## config.mk

```make
export PLATFORM = sky130hd
export DESIGN_NAME = owst_slave
export DESIGN_NICKNAME = d
export VERILOG_FILES = /design/src/common/owst_pkg.sv /design/src/owst_crc8.sv /design/src/owst_slave.sv
export SDC_FILE = /design/constraint.sdc
export NUM_CORES = 1
export LEC_CHECK = 0
export BUFFER_PORTS_ARGS = -buffer_cell sky130_fd_sc_hd__buf_4
export CORE_MARGIN = 4
export CORE_UTILIZATION = 40
export DETAILED_ROUTE_END_ITERATION = 10
export GPL_TIMING_DRIVEN = 0
export PLACE_DENSITY_LB_ADDON = 0.3
export SKIP_LAST_GASP = 1
export SYNTH_ARGS = -nofsm -noshare
export SYNTH_HDL_FRONTEND = slang
export SYNTH_SLANG_ARGS = --single-unit
```

## constraint.sdc

```tcl
create_clock -name clk_i -period 2.6 [get_ports clk_i]
set_clock_uncertainty 0.15 [all_clocks]
set_input_delay 0.26 -clock clk_i [delete_from_list [all_inputs] [get_ports clk_i]]
set_output_delay 0.26 -clock clk_i [all_outputs]
set_load 0.01 [all_outputs]
```

## src/common/owst_pkg.sv

```systemverilog
// Shared constants and types for the single-wire status write slave
package owst_pkg;

  // Clock and slot timing
  localparam int CLK_PERIOD_NS = 4;
  localparam int T_RST_US      = 480;
  localparam int T_PDH_US      = 30;
  localparam int T_PDL_US      = 120;
  localparam int T_SAMPLE_US   = 30;
  localparam int T_RDV_US      = 15;
  localparam int RST_CYC       = T_RST_US * 1000 / CLK_PERIOD_NS;
  localparam int PDH_CYC       = T_PDH_US * 1000 / CLK_PERIOD_NS;
  localparam int PDL_CYC       = T_PDL_US * 1000 / CLK_PERIOD_NS;
  localparam int SAMPLE_CYC    = T_SAMPLE_US * 1000 / CLK_PERIOD_NS;
  localparam int RDV_CYC       = T_RDV_US * 1000 / CLK_PERIOD_NS;
  localparam int TMR_W         = 17;

  // Commands
  localparam logic [7:0] CMD_READ_ROM   = 8'h33;
  localparam logic [7:0] CMD_MATCH_ROM  = 8'h55;
  localparam logic [7:0] CMD_SKIP_ROM   = 8'hcc;
  localparam logic [7:0] CMD_WR_STATUS  = 8'h55;

  // Reflected form of x^8 + x^5 + x^4 + 1
  localparam logic [7:0] CRC_POLY_REFL  = 8'h8c;
  localparam logic [7:0] CRC_INIT       = 8'h00;

  // Status field: bytes 0..6 erased to ones, byte 7 preset to zero
  localparam logic [63:0] STAT_RST      = 64'h00ff_ffff_ffff_ffff;

  localparam int ROM_BITS = 64;
  localparam int ROM_CRC_BITS = 56;

  typedef enum logic [3:0] {
    OWST_WAIT   = 4'h0,
    OWST_RST    = 4'h1,
    OWST_PWAIT  = 4'h2,
    OWST_PDRV   = 4'h3,
    OWST_ROMCMD = 4'h4,
    OWST_ROMRD  = 4'h5,
    OWST_MATCH  = 4'h6,
    OWST_MEMCMD = 4'h7,
    OWST_ADLO   = 4'h8,
    OWST_ADHI   = 4'h9,
    OWST_DATA   = 4'ha,
    OWST_CRC    = 4'hb,
    OWST_VER    = 4'hc
  } owst_state_e;

  function automatic logic [7:0] owst_rom_crc(input logic [55:0] d);
    logic [7:0] c;
    logic       fb;
    c = CRC_INIT;
    for (int i = 0; i < ROM_CRC_BITS; i++) begin
      fb = c[0] ^ d[i];
      c  = {1'b0, c[7:1]} ^ (fb ? CRC_POLY_REFL : 8'h00);
    end
    return c;
  endfunction

endpackage

```

## src/owst_crc8.sv

```systemverilog
// One serial step of the 8-bit CRC, fed least significant bit first
`timescale 1ns/1ns
`default_nettype none
module owst_crc8 (
  input  wire logic [7:0] crc_i,
  input  wire logic       bit_i,
  output logic      [7:0] crc_o
);
  logic fb;

  always_comb begin
    fb    = crc_i[0] ^ bit_i;
    crc_o = {1'b0, crc_i[7:1]} ^ (fb ? owst_pkg::CRC_POLY_REFL : 8'h00);
  end
endmodule
`default_nettype wire

```

## src/owst_slave.sv

```systemverilog
// Slave command logic: reset/presence, ROM commands and status write
`timescale 1ns/1ns
`default_nettype none
module owst_slave #(
  parameter logic [7:0]  FAMILY_CODE = 8'h5a,               // Arbitrary value
  parameter logic [47:0] SERIAL_NUM  = 48'h0000_0012_3456,  // Arbitrary value
  parameter int          RST_CYC     = owst_pkg::RST_CYC,
  parameter int          PDH_CYC     = owst_pkg::PDH_CYC,
  parameter int          PDL_CYC     = owst_pkg::PDL_CYC,
  parameter int          SAMPLE_CYC  = owst_pkg::SAMPLE_CYC,
  parameter int          RDV_CYC     = owst_pkg::RDV_CYC
) (
  input  wire logic clk_i,
  input  wire logic arst_n_i,
  input  wire logic dq_i,
  output logic      dq_o,
  output logic      dq_oe_n_o,
  input  wire logic prog_pulse_i
);
  localparam int TW = owst_pkg::TMR_W;
  localparam logic [55:0] ROM_BODY = {SERIAL_NUM, FAMILY_CODE};
  localparam logic [63:0] ROM_CODE = {owst_pkg::owst_rom_crc(ROM_BODY), ROM_BODY};
  localparam logic [TW-1:0] RST_T  = TW'(RST_CYC - 1);
  localparam logic [TW-1:0] PDH_T  = TW'(PDH_CYC - 1);
  localparam logic [TW-1:0] PDL_T  = TW'(PDL_CYC - 1);
  localparam logic [TW-1:0] SMP_T  = TW'(SAMPLE_CYC - 1);
  localparam logic [TW-1:0] RDV_T  = TW'(RDV_CYC - 1);

  typedef struct packed {
    owst_pkg::owst_state_e state;
    logic [TW-1:0]         tmr;
    logic [TW-1:0]         lowcnt;
    logic                  slot;
    logic                  oe_n;
    logic                  prev;
    logic [6:0]            bcnt;
    logic [63:0]           sh;
    logic                  match;
    logic [7:0]            crc;
    logic [15:0]           addr;
    logic [7:0]            data;
    logic [7:0][7:0]       stat;
  } owst_state_s;

  owst_state_s r_reg;
  owst_state_s r_next;
  logic        tx;
  logic        fall;
  logic        bit_done;
  logic        last;
  logic        crc_en;
  logic [7:0]  crc_step;
  logic [7:0]  rx_byte;
  logic [2:0]  idx;
  logic [7:0]  prog_val;

  owst_crc8 u_crc (
    .crc_i (r_reg.crc),
    .bit_i (dq_i),
    .crc_o (crc_step)
  );

  always_comb begin
    r_next   = r_reg;
    idx      = r_reg.addr[2:0];
    tx       = (r_reg.state == owst_pkg::OWST_ROMRD) || (r_reg.state == owst_pkg::OWST_CRC) ||
               (r_reg.state == owst_pkg::OWST_VER);
    // Own drive must not look like a master slot start
    fall     = r_reg.prev & ~dq_i & r_reg.oe_n;
    bit_done = 1'b0;
    last     = 1'b0;
    crc_en   = (r_reg.state == owst_pkg::OWST_MEMCMD) || (r_reg.state == owst_pkg::OWST_ADLO) ||
               (r_reg.state == owst_pkg::OWST_ADHI) || (r_reg.state == owst_pkg::OWST_DATA);
    rx_byte  = {dq_i, r_reg.sh[7:1]};
    prog_val = r_reg.stat[idx] & r_reg.data;
    r_next.prev = dq_i;
    if (dq_i) begin
      r_next.lowcnt = '0;
    end else if (r_reg.lowcnt != RST_T) begin
      r_next.lowcnt = r_reg.lowcnt + TW'(1);
    end

    if (!dq_i && r_reg.lowcnt == RST_T) begin
      // A long low wins over whatever was in progress
      r_next.state = owst_pkg::OWST_RST;
      r_next.slot  = 1'b0;
      r_next.oe_n  = 1'b1;
    end else begin
      case (r_reg.state)
        owst_pkg::OWST_WAIT: begin
          r_next.slot = 1'b0;
        end
        owst_pkg::OWST_RST: begin
          r_next.tmr = '0;
          if (dq_i) begin
            r_next.state = owst_pkg::OWST_PWAIT;
          end
        end
        owst_pkg::OWST_PWAIT: begin
          r_next.tmr = r_reg.tmr + TW'(1);
          if (r_reg.tmr == PDH_T) begin
            r_next.state = owst_pkg::OWST_PDRV;
            r_next.oe_n  = 1'b0;
            r_next.tmr   = '0;
          end
        end
        owst_pkg::OWST_PDRV: begin
          r_next.tmr = r_reg.tmr + TW'(1);
          if (r_reg.tmr == PDL_T) begin
            r_next.state = owst_pkg::OWST_ROMCMD;
            r_next.oe_n  = 1'b1;
            r_next.bcnt  = '0;
            r_next.slot  = 1'b0;
          end
        end
        default: begin
          if (r_reg.state == owst_pkg::OWST_VER && r_reg.bcnt == 7'h00 && !r_reg.slot &&
              prog_pulse_i) begin
            // Programming never checks the CRC; the master alone decides
            r_next.stat[idx]  = prog_val;
            r_next.sh[7:0]    = prog_val;
          end
          if (fall) begin
            r_next.slot = 1'b1;
            r_next.tmr  = '0;
            if (tx) begin
              r_next.oe_n = r_reg.sh[0];
            end
          end else if (r_reg.slot) begin
            r_next.tmr = r_reg.tmr + TW'(1);
            if (r_reg.tmr == (tx ? RDV_T : SMP_T)) begin
              r_next.slot = 1'b0;
              r_next.oe_n = 1'b1;
              bit_done    = 1'b1;
            end
          end
        end
      endcase

      if (bit_done) begin
        last = (r_reg.state == owst_pkg::OWST_ROMRD || r_reg.state == owst_pkg::OWST_MATCH) ?
               (r_reg.bcnt == 7'h3f) : (r_reg.bcnt == 7'h07);
        r_next.bcnt = last ? 7'h00 : r_reg.bcnt + 7'h01;
        r_next.sh   = tx ? {1'b0, r_reg.sh[63:1]} : {r_reg.sh[63:8], rx_byte};
        if (crc_en) begin
          r_next.crc = crc_step;
        end
        case (r_reg.state)
          owst_pkg::OWST_ROMCMD: begin
            if (last) begin
              r_next.crc   = owst_pkg::CRC_INIT;
              r_next.match = 1'b1;
              case (rx_byte)
                owst_pkg::CMD_READ_ROM: begin
                  r_next.state = owst_pkg::OWST_ROMRD;
                  r_next.sh    = ROM_CODE;
                end
                owst_pkg::CMD_MATCH_ROM: r_next.state = owst_pkg::OWST_MATCH;
                owst_pkg::CMD_SKIP_ROM:  r_next.state = owst_pkg::OWST_MEMCMD;
                default:                 r_next.state = owst_pkg::OWST_WAIT;
              endcase
            end
          end
          owst_pkg::OWST_ROMRD: begin
            if (last) begin
              r_next.state = owst_pkg::OWST_MEMCMD;
            end
          end
          owst_pkg::OWST_MATCH: begin
            if (dq_i != ROM_CODE[r_reg.bcnt[5:0]]) begin
              r_next.match = 1'b0;
            end
            if (last) begin
              r_next.state = (r_next.match) ? owst_pkg::OWST_MEMCMD : owst_pkg::OWST_WAIT;
            end
          end
          owst_pkg::OWST_MEMCMD: begin
            if (last) begin
              // Other memory commands are not served here; release until reset
              r_next.state = (rx_byte == owst_pkg::CMD_WR_STATUS) ? owst_pkg::OWST_ADLO :
                             owst_pkg::OWST_WAIT;
            end
          end
          owst_pkg::OWST_ADLO: begin
            if (last) begin
              r_next.addr[7:0] = rx_byte;
              r_next.state     = owst_pkg::OWST_ADHI;
            end
          end
          owst_pkg::OWST_ADHI: begin
            if (last) begin
              r_next.addr[15:8] = rx_byte;
              r_next.state      = owst_pkg::OWST_DATA;
            end
          end
          owst_pkg::OWST_DATA: begin
            if (last) begin
              r_next.data    = rx_byte;
              r_next.sh[7:0] = crc_step;
              r_next.state   = owst_pkg::OWST_CRC;
            end
          end
          owst_pkg::OWST_CRC: begin
            if (last) begin
              r_next.sh[7:0] = r_reg.stat[idx];
              r_next.state   = owst_pkg::OWST_VER;
            end
          end
          owst_pkg::OWST_VER: begin
            if (last) begin
              // Advance even after a failed verify
              r_next.addr  = r_reg.addr + 16'h0001;
              r_next.crc   = r_next.addr[7:0];
              r_next.state = owst_pkg::OWST_DATA;
            end
          end
          default: begin
            r_next.state = r_reg.state;
          end
        endcase
      end
    end
    // Byte 7 is fixed at zero whatever is written
    r_next.stat[7] = 8'h00;
  end

  always_ff @(posedge clk_i or negedge arst_n_i) begin
    if (!arst_n_i) begin
      r_reg      <= '0;
      r_reg.oe_n <= 1'b1;
      r_reg.prev <= 1'b1;
      r_reg.stat <= owst_pkg::STAT_RST;
    end else begin
      r_reg <= r_next;
    end
  end

  assign dq_oe_n_o = r_reg.oe_n;
  assign dq_o      = 1'b0;

  a_reset_abort: assert property (@(posedge clk_i) disable iff (!arst_n_i)
    (!dq_i && r_reg.lowcnt == RST_T) |=> (r_reg.state == owst_pkg::OWST_RST && r_reg.oe_n))
    else $error("Bus reset did not abort the sequence");

  a_presence_drv: assert property (@(posedge clk_i) disable iff (!arst_n_i)
    (r_reg.state == owst_pkg::OWST_PWAIT && r_reg.tmr == PDH_T && dq_i)
      |=> (!dq_oe_n_o && r_reg.state == owst_pkg::OWST_PDRV))
    else $error("Presence pulse not started after wait");

  a_byte7_zero: assert property (@(posedge clk_i) disable iff (!arst_n_i)
    r_reg.stat[7] == 8'h00)
    else $error("Status byte 7 not zero");

  // A programmed zero can never come back as a one
  a_stat_clear_only: assert property (@(posedge clk_i) disable iff (!arst_n_i)
    (r_reg.stat & ~$past(r_reg.stat)) == 64'h0)
    else $error("Status bit returned to one");

  a_prog_and: assert property (@(posedge clk_i) disable iff (!arst_n_i)
    (r_reg.state == owst_pkg::OWST_VER && r_reg.bcnt == 7'h00 && !r_reg.slot && prog_pulse_i &&
     r_reg.lowcnt != RST_T && r_reg.addr[2:0] != 3'h7)
      |=> r_reg.stat[$past(r_reg.addr[2:0])] ==
          ($past(r_reg.data) & $past(r_reg.stat[r_reg.addr[2:0]])))
    else $error("Programming did not AND data into status byte");

  a_addr_incr: assert property (@(posedge clk_i) disable iff (!arst_n_i)
    (r_reg.state == owst_pkg::OWST_VER && bit_done && r_reg.bcnt == 7'h07)
      |=> (r_reg.addr == $past(r_reg.addr) + 16'h0001 && r_reg.crc == r_reg.addr[7:0] &&
           r_reg.state == owst_pkg::OWST_DATA))
    else $error("Address not advanced or CRC not reloaded after verify");

  a_wr_decode: assert property (@(posedge clk_i) disable iff (!arst_n_i)
    (r_reg.state == owst_pkg::OWST_MEMCMD && bit_done && r_reg.bcnt == 7'h07 &&
     rx_byte == owst_pkg::CMD_WR_STATUS) |=> r_reg.state == owst_pkg::OWST_ADLO)
    else $error("Status write command not taken");

  a_skip_rom: assert property (@(posedge clk_i) disable iff (!arst_n_i)
    (r_reg.state == owst_pkg::OWST_ROMCMD && bit_done && r_reg.bcnt == 7'h07 &&
     rx_byte == owst_pkg::CMD_SKIP_ROM) |=> r_reg.state == owst_pkg::OWST_MEMCMD)
    else $error("Skip ROM did not reach memory command");

  a_match_fail: assert property (@(posedge clk_i) disable iff (!arst_n_i)
    (r_reg.state == owst_pkg::OWST_MATCH && bit_done && r_reg.bcnt == 7'h3f &&
     (!r_reg.match || dq_i != ROM_CODE[63])) |=> r_reg.state == owst_pkg::OWST_WAIT)
    else $error("Mismatched ROM code still proceeded");

  a_drive_legal: assert property (@(posedge clk_i) disable iff (!arst_n_i)
    !dq_oe_n_o |-> (r_reg.state == owst_pkg::OWST_PDRV || (r_reg.slot && tx)))
    else $error("Line driven outside presence or a read slot");

  a_crc_out: assert property (@(posedge clk_i) disable iff (!arst_n_i)
    (r_reg.state == owst_pkg::OWST_DATA && bit_done && r_reg.bcnt == 7'h07)
      |=> (r_reg.sh[7:0] == r_reg.crc && r_reg.state == owst_pkg::OWST_CRC))
    else $error("CRC not loaded for return");

  a_slot_sync: assert property (@(posedge clk_i) disable iff (!arst_n_i)
    (fall && r_reg.state >= owst_pkg::OWST_ROMCMD && !(!dq_i && r_reg.lowcnt == RST_T))
      |=> (r_reg.slot && r_reg.tmr == '0))
    else $error("Slot not started on falling edge");
endmodule
`default_nettype wire

```

### Word level (Yosys, flattened, before mapping)

Memory sizes are Yosys's and may differ from the RTL's.
Cells that the tools add are included.

* eq/ne operators: 34
* order comparisons: 3
* bitwise logic cells: 9
* multiplexer cells: 72
* $add $sub $neg: 4
* reductions and logical operators: 40

Operators with widths (count)
* $mux 64: 2
* $mux 104: 1
* $mux 8: 11
* $mux 73: 1
* $mux 17: 4
* $pmux 17 s4: 1
* $bwmux 64: 1
* $mux 56: 1
* $mux 4: 13
* $pmux 8 s2: 3
* $add 17x1->17 const B: 2
* $pmux 4 s8: 1
* $bmux 8 s3: 1
* $demux 8 s3: 1
* $mux 24: 1
* $pmux 8 s3: 1
* $mux 21: 1
* $mux 7: 3
* $eq 4x4->1 const B: 5
* $eq 17x13->1: 1
* $eq 17x13->1 const B: 1
* $eq 17x15->1 const B: 1
* $eq 17x17->1 const B: 1
* $ne 17x17->1 const B: 1
* 46 further kinds: 103

* memories: 1
* output and inout port bits: 2
* input bits: 4
* memory bits (read-only): 64
* word-level logic and storage cells: 184
* register bits: 201

Memories
* (no name shown): words 64, width 1, rd ports 1, clocked after memory_dff 0, write ports 0, RTL line owst_slave.sv:170 `if (dq_i != ROM_CODE[r_reg.bcnt[5:0]]) begin`

### Logic depth before layout (Yosys ltp)

* word-level depth: 17
* depth in mapped cells: 11
* gate-level depth less buffers: 10

### Modules after synthesis

Synthesis repeated with hierarchy kept, for this count alone.

* cells, all modules: 1048
* area total of the unflattened synthesis: 10304.9 µm²

By module, submodules not included
* owst_slave: area each 10203.5 µm², sequential area each 4902.2 µm², instances 1, cells an instance 1039
* owst_crc8: area each 101.3 µm², sequential area each 0.0 µm², instances 1, cells an instance 9

### Least setup slack after synthesis

Ideal clock, no wire load.

* path type: reg2reg
* start: register r_reg[205] (netlist name)
* end: register r_reg[122] (netlist name)
* clock period less this slack: 2630 ps
* stages on the path, launching flop included: 12
* required time: 2316 ps
* library setup time: 134 ps
* path slack: -30 ps
* path buffers: 4
* arrival: 2346 ps
* cell sequence: dfrtp_1 -> buf_2 -> and2_1 -> clkbuf_1 -> a32oi_4 -> mux2i_4 -> nand4b_2 -> nor2_1 -> buf_4 -> buf_4 -> mux2i_1 -> nand2_1

* longest elaborated chain between the ends: 11
* elaborated cells on any way between the ends: 26
* classes of those cells: eq/ne: 9; mux: 11; reduce/logical: 6

Ends and longest elaborated chain
* from (decl): RTL line owst_slave.sv:45 `owst_state_s r_reg;`
* from (signal assigned): RTL line owst_slave.sv:234 `r_reg <= r_next;`
* $eq 4x3->1 or $eq 4x4->1 (tied branches): RTL line owst_slave.sv:66, owst_slave.sv:141
* $logic_or 1x1->1 (2 in a row): RTL line owst_slave.sv:66 `tx = (r_reg.state == owst_pkg::OWST_ROMRD) || (r_reg.state == owst_pkg::OWST_CRC) ||`
* $mux 13: RTL line owst_slave.sv:131 `if (r_reg.tmr == (tx ? RDV_T : SMP_T)) begin`
* $eq 17x13->1: RTL line owst_slave.sv:131
* $mux 1: RTL line owst_slave.sv:131
* $mux 1: RTL line owst_slave.sv:129 `end else if (r_reg.slot) begin`
* $mux 1: RTL line owst_slave.sv:123 `if (fall) begin`
* $mux 1: RTL line owst_slave.sv:89 `case (r_reg.state)`
* $mux 1: RTL line owst_slave.sv:83 `if (!dq_i && r_reg.lowcnt == RST_T) begin`
* $reduce_and 2->1 (no line)

Several ways; a longest one is shown, not always the timed one. The select of a mux whose other input is x is not followed.
A chain may end at the register's enable or synchronous reset.

### Worst setup path in the final report

* start: register r_reg[161] (netlist name)
* end: register r_reg[205] (netlist name)

* longest elaborated chain between the ends: 12
* elaborated cells on any way between the ends: 22
* classes of those cells: eq/ne: 3; mux: 18; memory: 1

Ends and longest elaborated chain
* $mem_v2 64x1
* $mux 1 (not written as such): RTL line owst_slave.sv:170
* $ne 1x1->1: RTL line owst_slave.sv:170
* $mux 1: RTL line owst_slave.sv:170
* $mux 1: RTL line owst_slave.sv:148 `case (r_reg.state)`
* $mux 1: RTL line owst_slave.sv:140 `if (bit_done) begin`
* $mux 1: RTL line owst_slave.sv:83
* $mux 3: RTL line owst_slave.sv:174 `r_next.state = (r_next.match) ? owst_pkg::OWST_MEMCMD : owst_pkg::OWST_WAIT;`
* $mux 4: RTL line owst_slave.sv:173 `if (last) begin`
* $pmux 4 s8 (*): RTL line owst_slave.sv:148
* $mux 4 (*): RTL line owst_slave.sv:140
* $mux 4 (*): RTL line owst_slave.sv:83

Mark *: on every way between the ends. The rest lies on a longest branch, timed or not. The select of a mux whose other input is x is not followed.

==> flow_metrics.py <==
metrics = {
    "finish": {
        "final_cells": 1471,
        "drive_above_1_share_pct": 26.0,
        "diodes": 0,
        "largest_reg_flops": 189,
        "area_growth_pct": 21.5,
        "fin_nets": 1140,
    },
    "setup_path": {
        "cp.arrival_ns": 2.89,
        "path_max_fanout": 8,
        "cp-start-kind": "flop",
        "worstSetupEndpointType": "flop",
        "worst_ep_required_time_ns": 2.79,
        "path_class": "flop to flop",
    },
    "synthesis": {
        "ys_seq_area_share_pct": 48.0,
        "ys_warn_count": 0,
        "synth_nets": 1079,
        "avgSynthCellArea_um2": 9.57,
        "synth_area_leaders": "dfrtp_1 33%, dfstp_2 15%, mux2i_1 6.5%",
        "synth_cell_types": 83,
        "synth_edf_count": 0,
        "syn_inst": 1067,
        "synth_area_um2": 10200,
        "synth_top_area_cell": "dfrtp_1",
        "synth_top_area_share_pct": 33.1,
        "synth-async-reset-ratio_pct": 100,
        "synthFlopType": "dfrtp_1",
        "ys_ff_latch": 193,
    },
    "routing": {
        "first_iter_violations": 592,
        "drc_errors": 0,
        "first_pass_iters": 5,
        "wire_per_inst_um": 17.5,
        "antenna_left": 0,
        "viasPerCell": 5.63,
        "drt-total-wl_um": 25700,
        "via_count": 8280,
    },
    "placement": {
        "gp_congestion": 0.915,
        "port_buffers": 4,
        "place_hpwl_um": 17000,
        "post-place-ws_ns": -0.630,
        "placed_cells": 1402,
    },
    "timing": {
        "setup_viol": 88,
        "fin_setup_tns_ns": -2.68,
        "period_needed_ns": 2.70,
        "layout_setup_ws_ns": -0.0986,
        "maxSlewViolCount": 0,
        "hold_viol_final": 0,
        "worst_pin_slew_ns": 0.836,
        "fmax_mhz": 371,
        "rsz0062_at_grt": "yes",
        "fin_hold_ws_ns": 0.252,
        "slew_headroom_pct": 44.3,
        "finalCritPeriodShare_pct": 104,
    },
    "pwr": {
        "leakagePower_nw": 4.93,
        "cellPowerDensity_nw_per_um2": 510,
        "vdd_drop_max_v": 0.000317,
    },
    "global_route": {
        "grt_use_total_pct": 18.2,
        "grt_pass1_wl_um": 42500,
        "gr-total-overflow": 0,
        "antenna_found_initial": 0,
        "grt_start_max_net_pins": 104,
        "grt_pass1_vias": 8099,
    },
    "die": {
        "fp.dieW_um": 168,
        "start_util_pct": 40.5,
        "io_pins": 6,
        "dieArea_um2": 28100,
        "coreArea_um2": 25200,
        "fp.dieH_um": 168,
        "fp-row-count": 58,
    },
    "status": {
        "status": "complete, but fails checks",
        "violations": "setup timing",
    },
    "job": {
        "cap_violations": 0,
    },
    "clock_network": {
        "clockBufferDepth": 2,
        "cts_tree": "yes",
        "insertion_delay_ns": 0.45,
        "root_buffer": "clkbuf_16",
        "clk_pin_slew_ns": 0.08,
        "cts_buffers": 17,
        "cts_sinks": 193,
        "htree_levels": 4,
    },
    "worst_hold_path": {
        "min_path_type": "primary input to flop",
    },
}
## final cells by class
cell class / count / area [um2]
Inverter: 18 / 71.3
Buffer: 57 / 424
Clock inverter: 15 / 185
Fill cell: 2282 / 12800
Tap cell: 330 / 413
Sequential cell: 193 / 4910
Multi-Input combinational cell: 792 / 5390
Timing Repair Buffer: 49 / 579
Clock buffer: 17 / 425
## kinds of logic (layout without fill, tap and decap cells)
kind of cell               count (synthesis)  after routing  synth area share [%]
other                                      1              1                0.0367
adders and majority gates                  9              9                  1.08
AOI/OAI and AO/OA                        252            252                  15.5
muxes                                     86             86                  8.93
DFF                                      193            193                  48.0
and+or+nand+nor                          407            408                  19.6
xor gates and xnor gates                  36             36                  3.09
buffers and inverters                     83            156                  3.80
## synthesized netlist by cell type (4+ instances only)
master,number
dfstp_2,58
mux2i_1,66
a211oi_1,7
a221oi_1,6
nand4b_1,4
o31ai_1,7
nor4bb_1,5
nand4_1,13
a31oi_1,11
clkbuf_1,33
a22oi_1,11
ha_1,8
o21ai_1,54
nand3_1,37
nand2_1,141
nor3_1,15
nand3_2,8
xor2_1,19
and2_1,7
nor4_1,9
nor2_1,104
dfrtp_1,135
a21o_1,8
nor2b_1,9
a22o_1,4
nor4b_1,4
buf_2,22
a32oi_1,5
o21ai_0,73
and3_1,13
o22ai_1,6
xnor2_1,17
or3_1,5
inv_1,17
nand2b_1,6
mux2_2,17
a21oi_1,23
buf_4,5
buf_6,4
nand3b_1,4
## worst paths after layout
kind / depth (start not counted) / from / to / slack (ns)
setup / recovery: 10 / r_reg[161]$_DFFE_PN0P_ / r_reg[205]$_DFFE_PN0P_ / -0.1
hold / removal: 4 / dq_i / r_reg[170]$_DFFE_PN0P_ / 0.25
setup reg to reg: 10 / r_reg[161]$_DFFE_PN0P_ / r_reg[205]$_DFFE_PN0P_ / -0.1
hold reg to reg: 2 / r_reg[2]$_DFFE_PN1P_ / r_reg[2]$_DFFE_PN1P_ / 0.32
max in group asynchronous: 3 / arst_n_i / r_reg[31]$_DFFE_PN1P_ / 1.08
min in group asynchronous: 2 / arst_n_i / r_reg[78]$_DFFE_PN0P_ / 0.31
## through the flow
| step | utilization, % | cell area [um2] | total power, W |
|---|---|---|---|
| 2_1_floorplan | - | 10200 | 0.00346 |
| 3_3_place_gp | 42.3 | 10700 | 0.00365 |
| 3_5_place_dp | 42.5 | 10700 | 0.00366 |
| 4_1_cts | 46.8 | 11800 | 0.00636 |
| 5_1_grt | 49.3 | 12400 | 0.00657 |
| 6_report | 49.3 | 12400 | 0.00632 |
## placed cells by master (no fill, tap or decap), types with 6 or more instances in the layout
cell,Yosys,routed
a21o_1,8,8
a21oi_1,23,20
a22oi_1,11,11
a31oi_1,11,11
and3_1,13,12
buf_12,0,9
buf_2,22,10
buf_4,5,35
buf_6,4,11
clkbuf_1,33,14
clkbuf_16,0,21
clkbuf_2,0,9
dfrtp_1,135,128
dfrtp_2,0,7
dfstp_2,58,58
ha_1,8,8
inv_1,17,16
mux2_2,17,17
mux2i_1,66,64
nand2_1,141,134
nand2_2,1,6
nand3_1,37,35
nand3_2,8,9
nand4_1,13,13
nor2_1,104,99
nor2b_1,9,7
nor3_1,15,13
o21ai_0,73,72
o21ai_1,54,50
o31ai_1,7,6
xnor2_1,17,16
xor2_1,19,19
## routing by layer
metal	wire [um]	up-vias	share of wire (%)	track usage (%)
met4	453	0	1.8	5.47
met2	12200	229	47	28.7
met3	1230	40	4.8	2.83
met1	11800	4050	46	25.9
met5	0	-	0	0
li1	-	3961	-	-
## what timing repair did
action                     4_1_cts  5_1_grt
hold buffers                     2        0
resized for setup               77       87
setup endpoints to repair      166      160
gates cloned                     3        5
pin swaps                       12       29
setup buffers                   15       21
hold endpoints to repair        59        0
## power by group
group | internal [W] | switching (W) | leakage [nW]
combinational | 0.000159 | 0.000356 | 2.19
clock | 0.00131 | 0.00136 | 0.290
sequential | 0.00306 | 0.0000735 | 2.45
## critical path: stages (launching register included)
cell and delay, ns:
dfrtp_1 0.47, ha_1 0.26, inv_1 0.14, ha_1 0.18, nand3b_1 0.10, o21ai_0 0.10, a211oi_2 0.30, nor2_1 0.13
xnor2_2 0.19, a221o_1 0.40, a21o_1 0.16
Power figures use the tool's default switching activity.
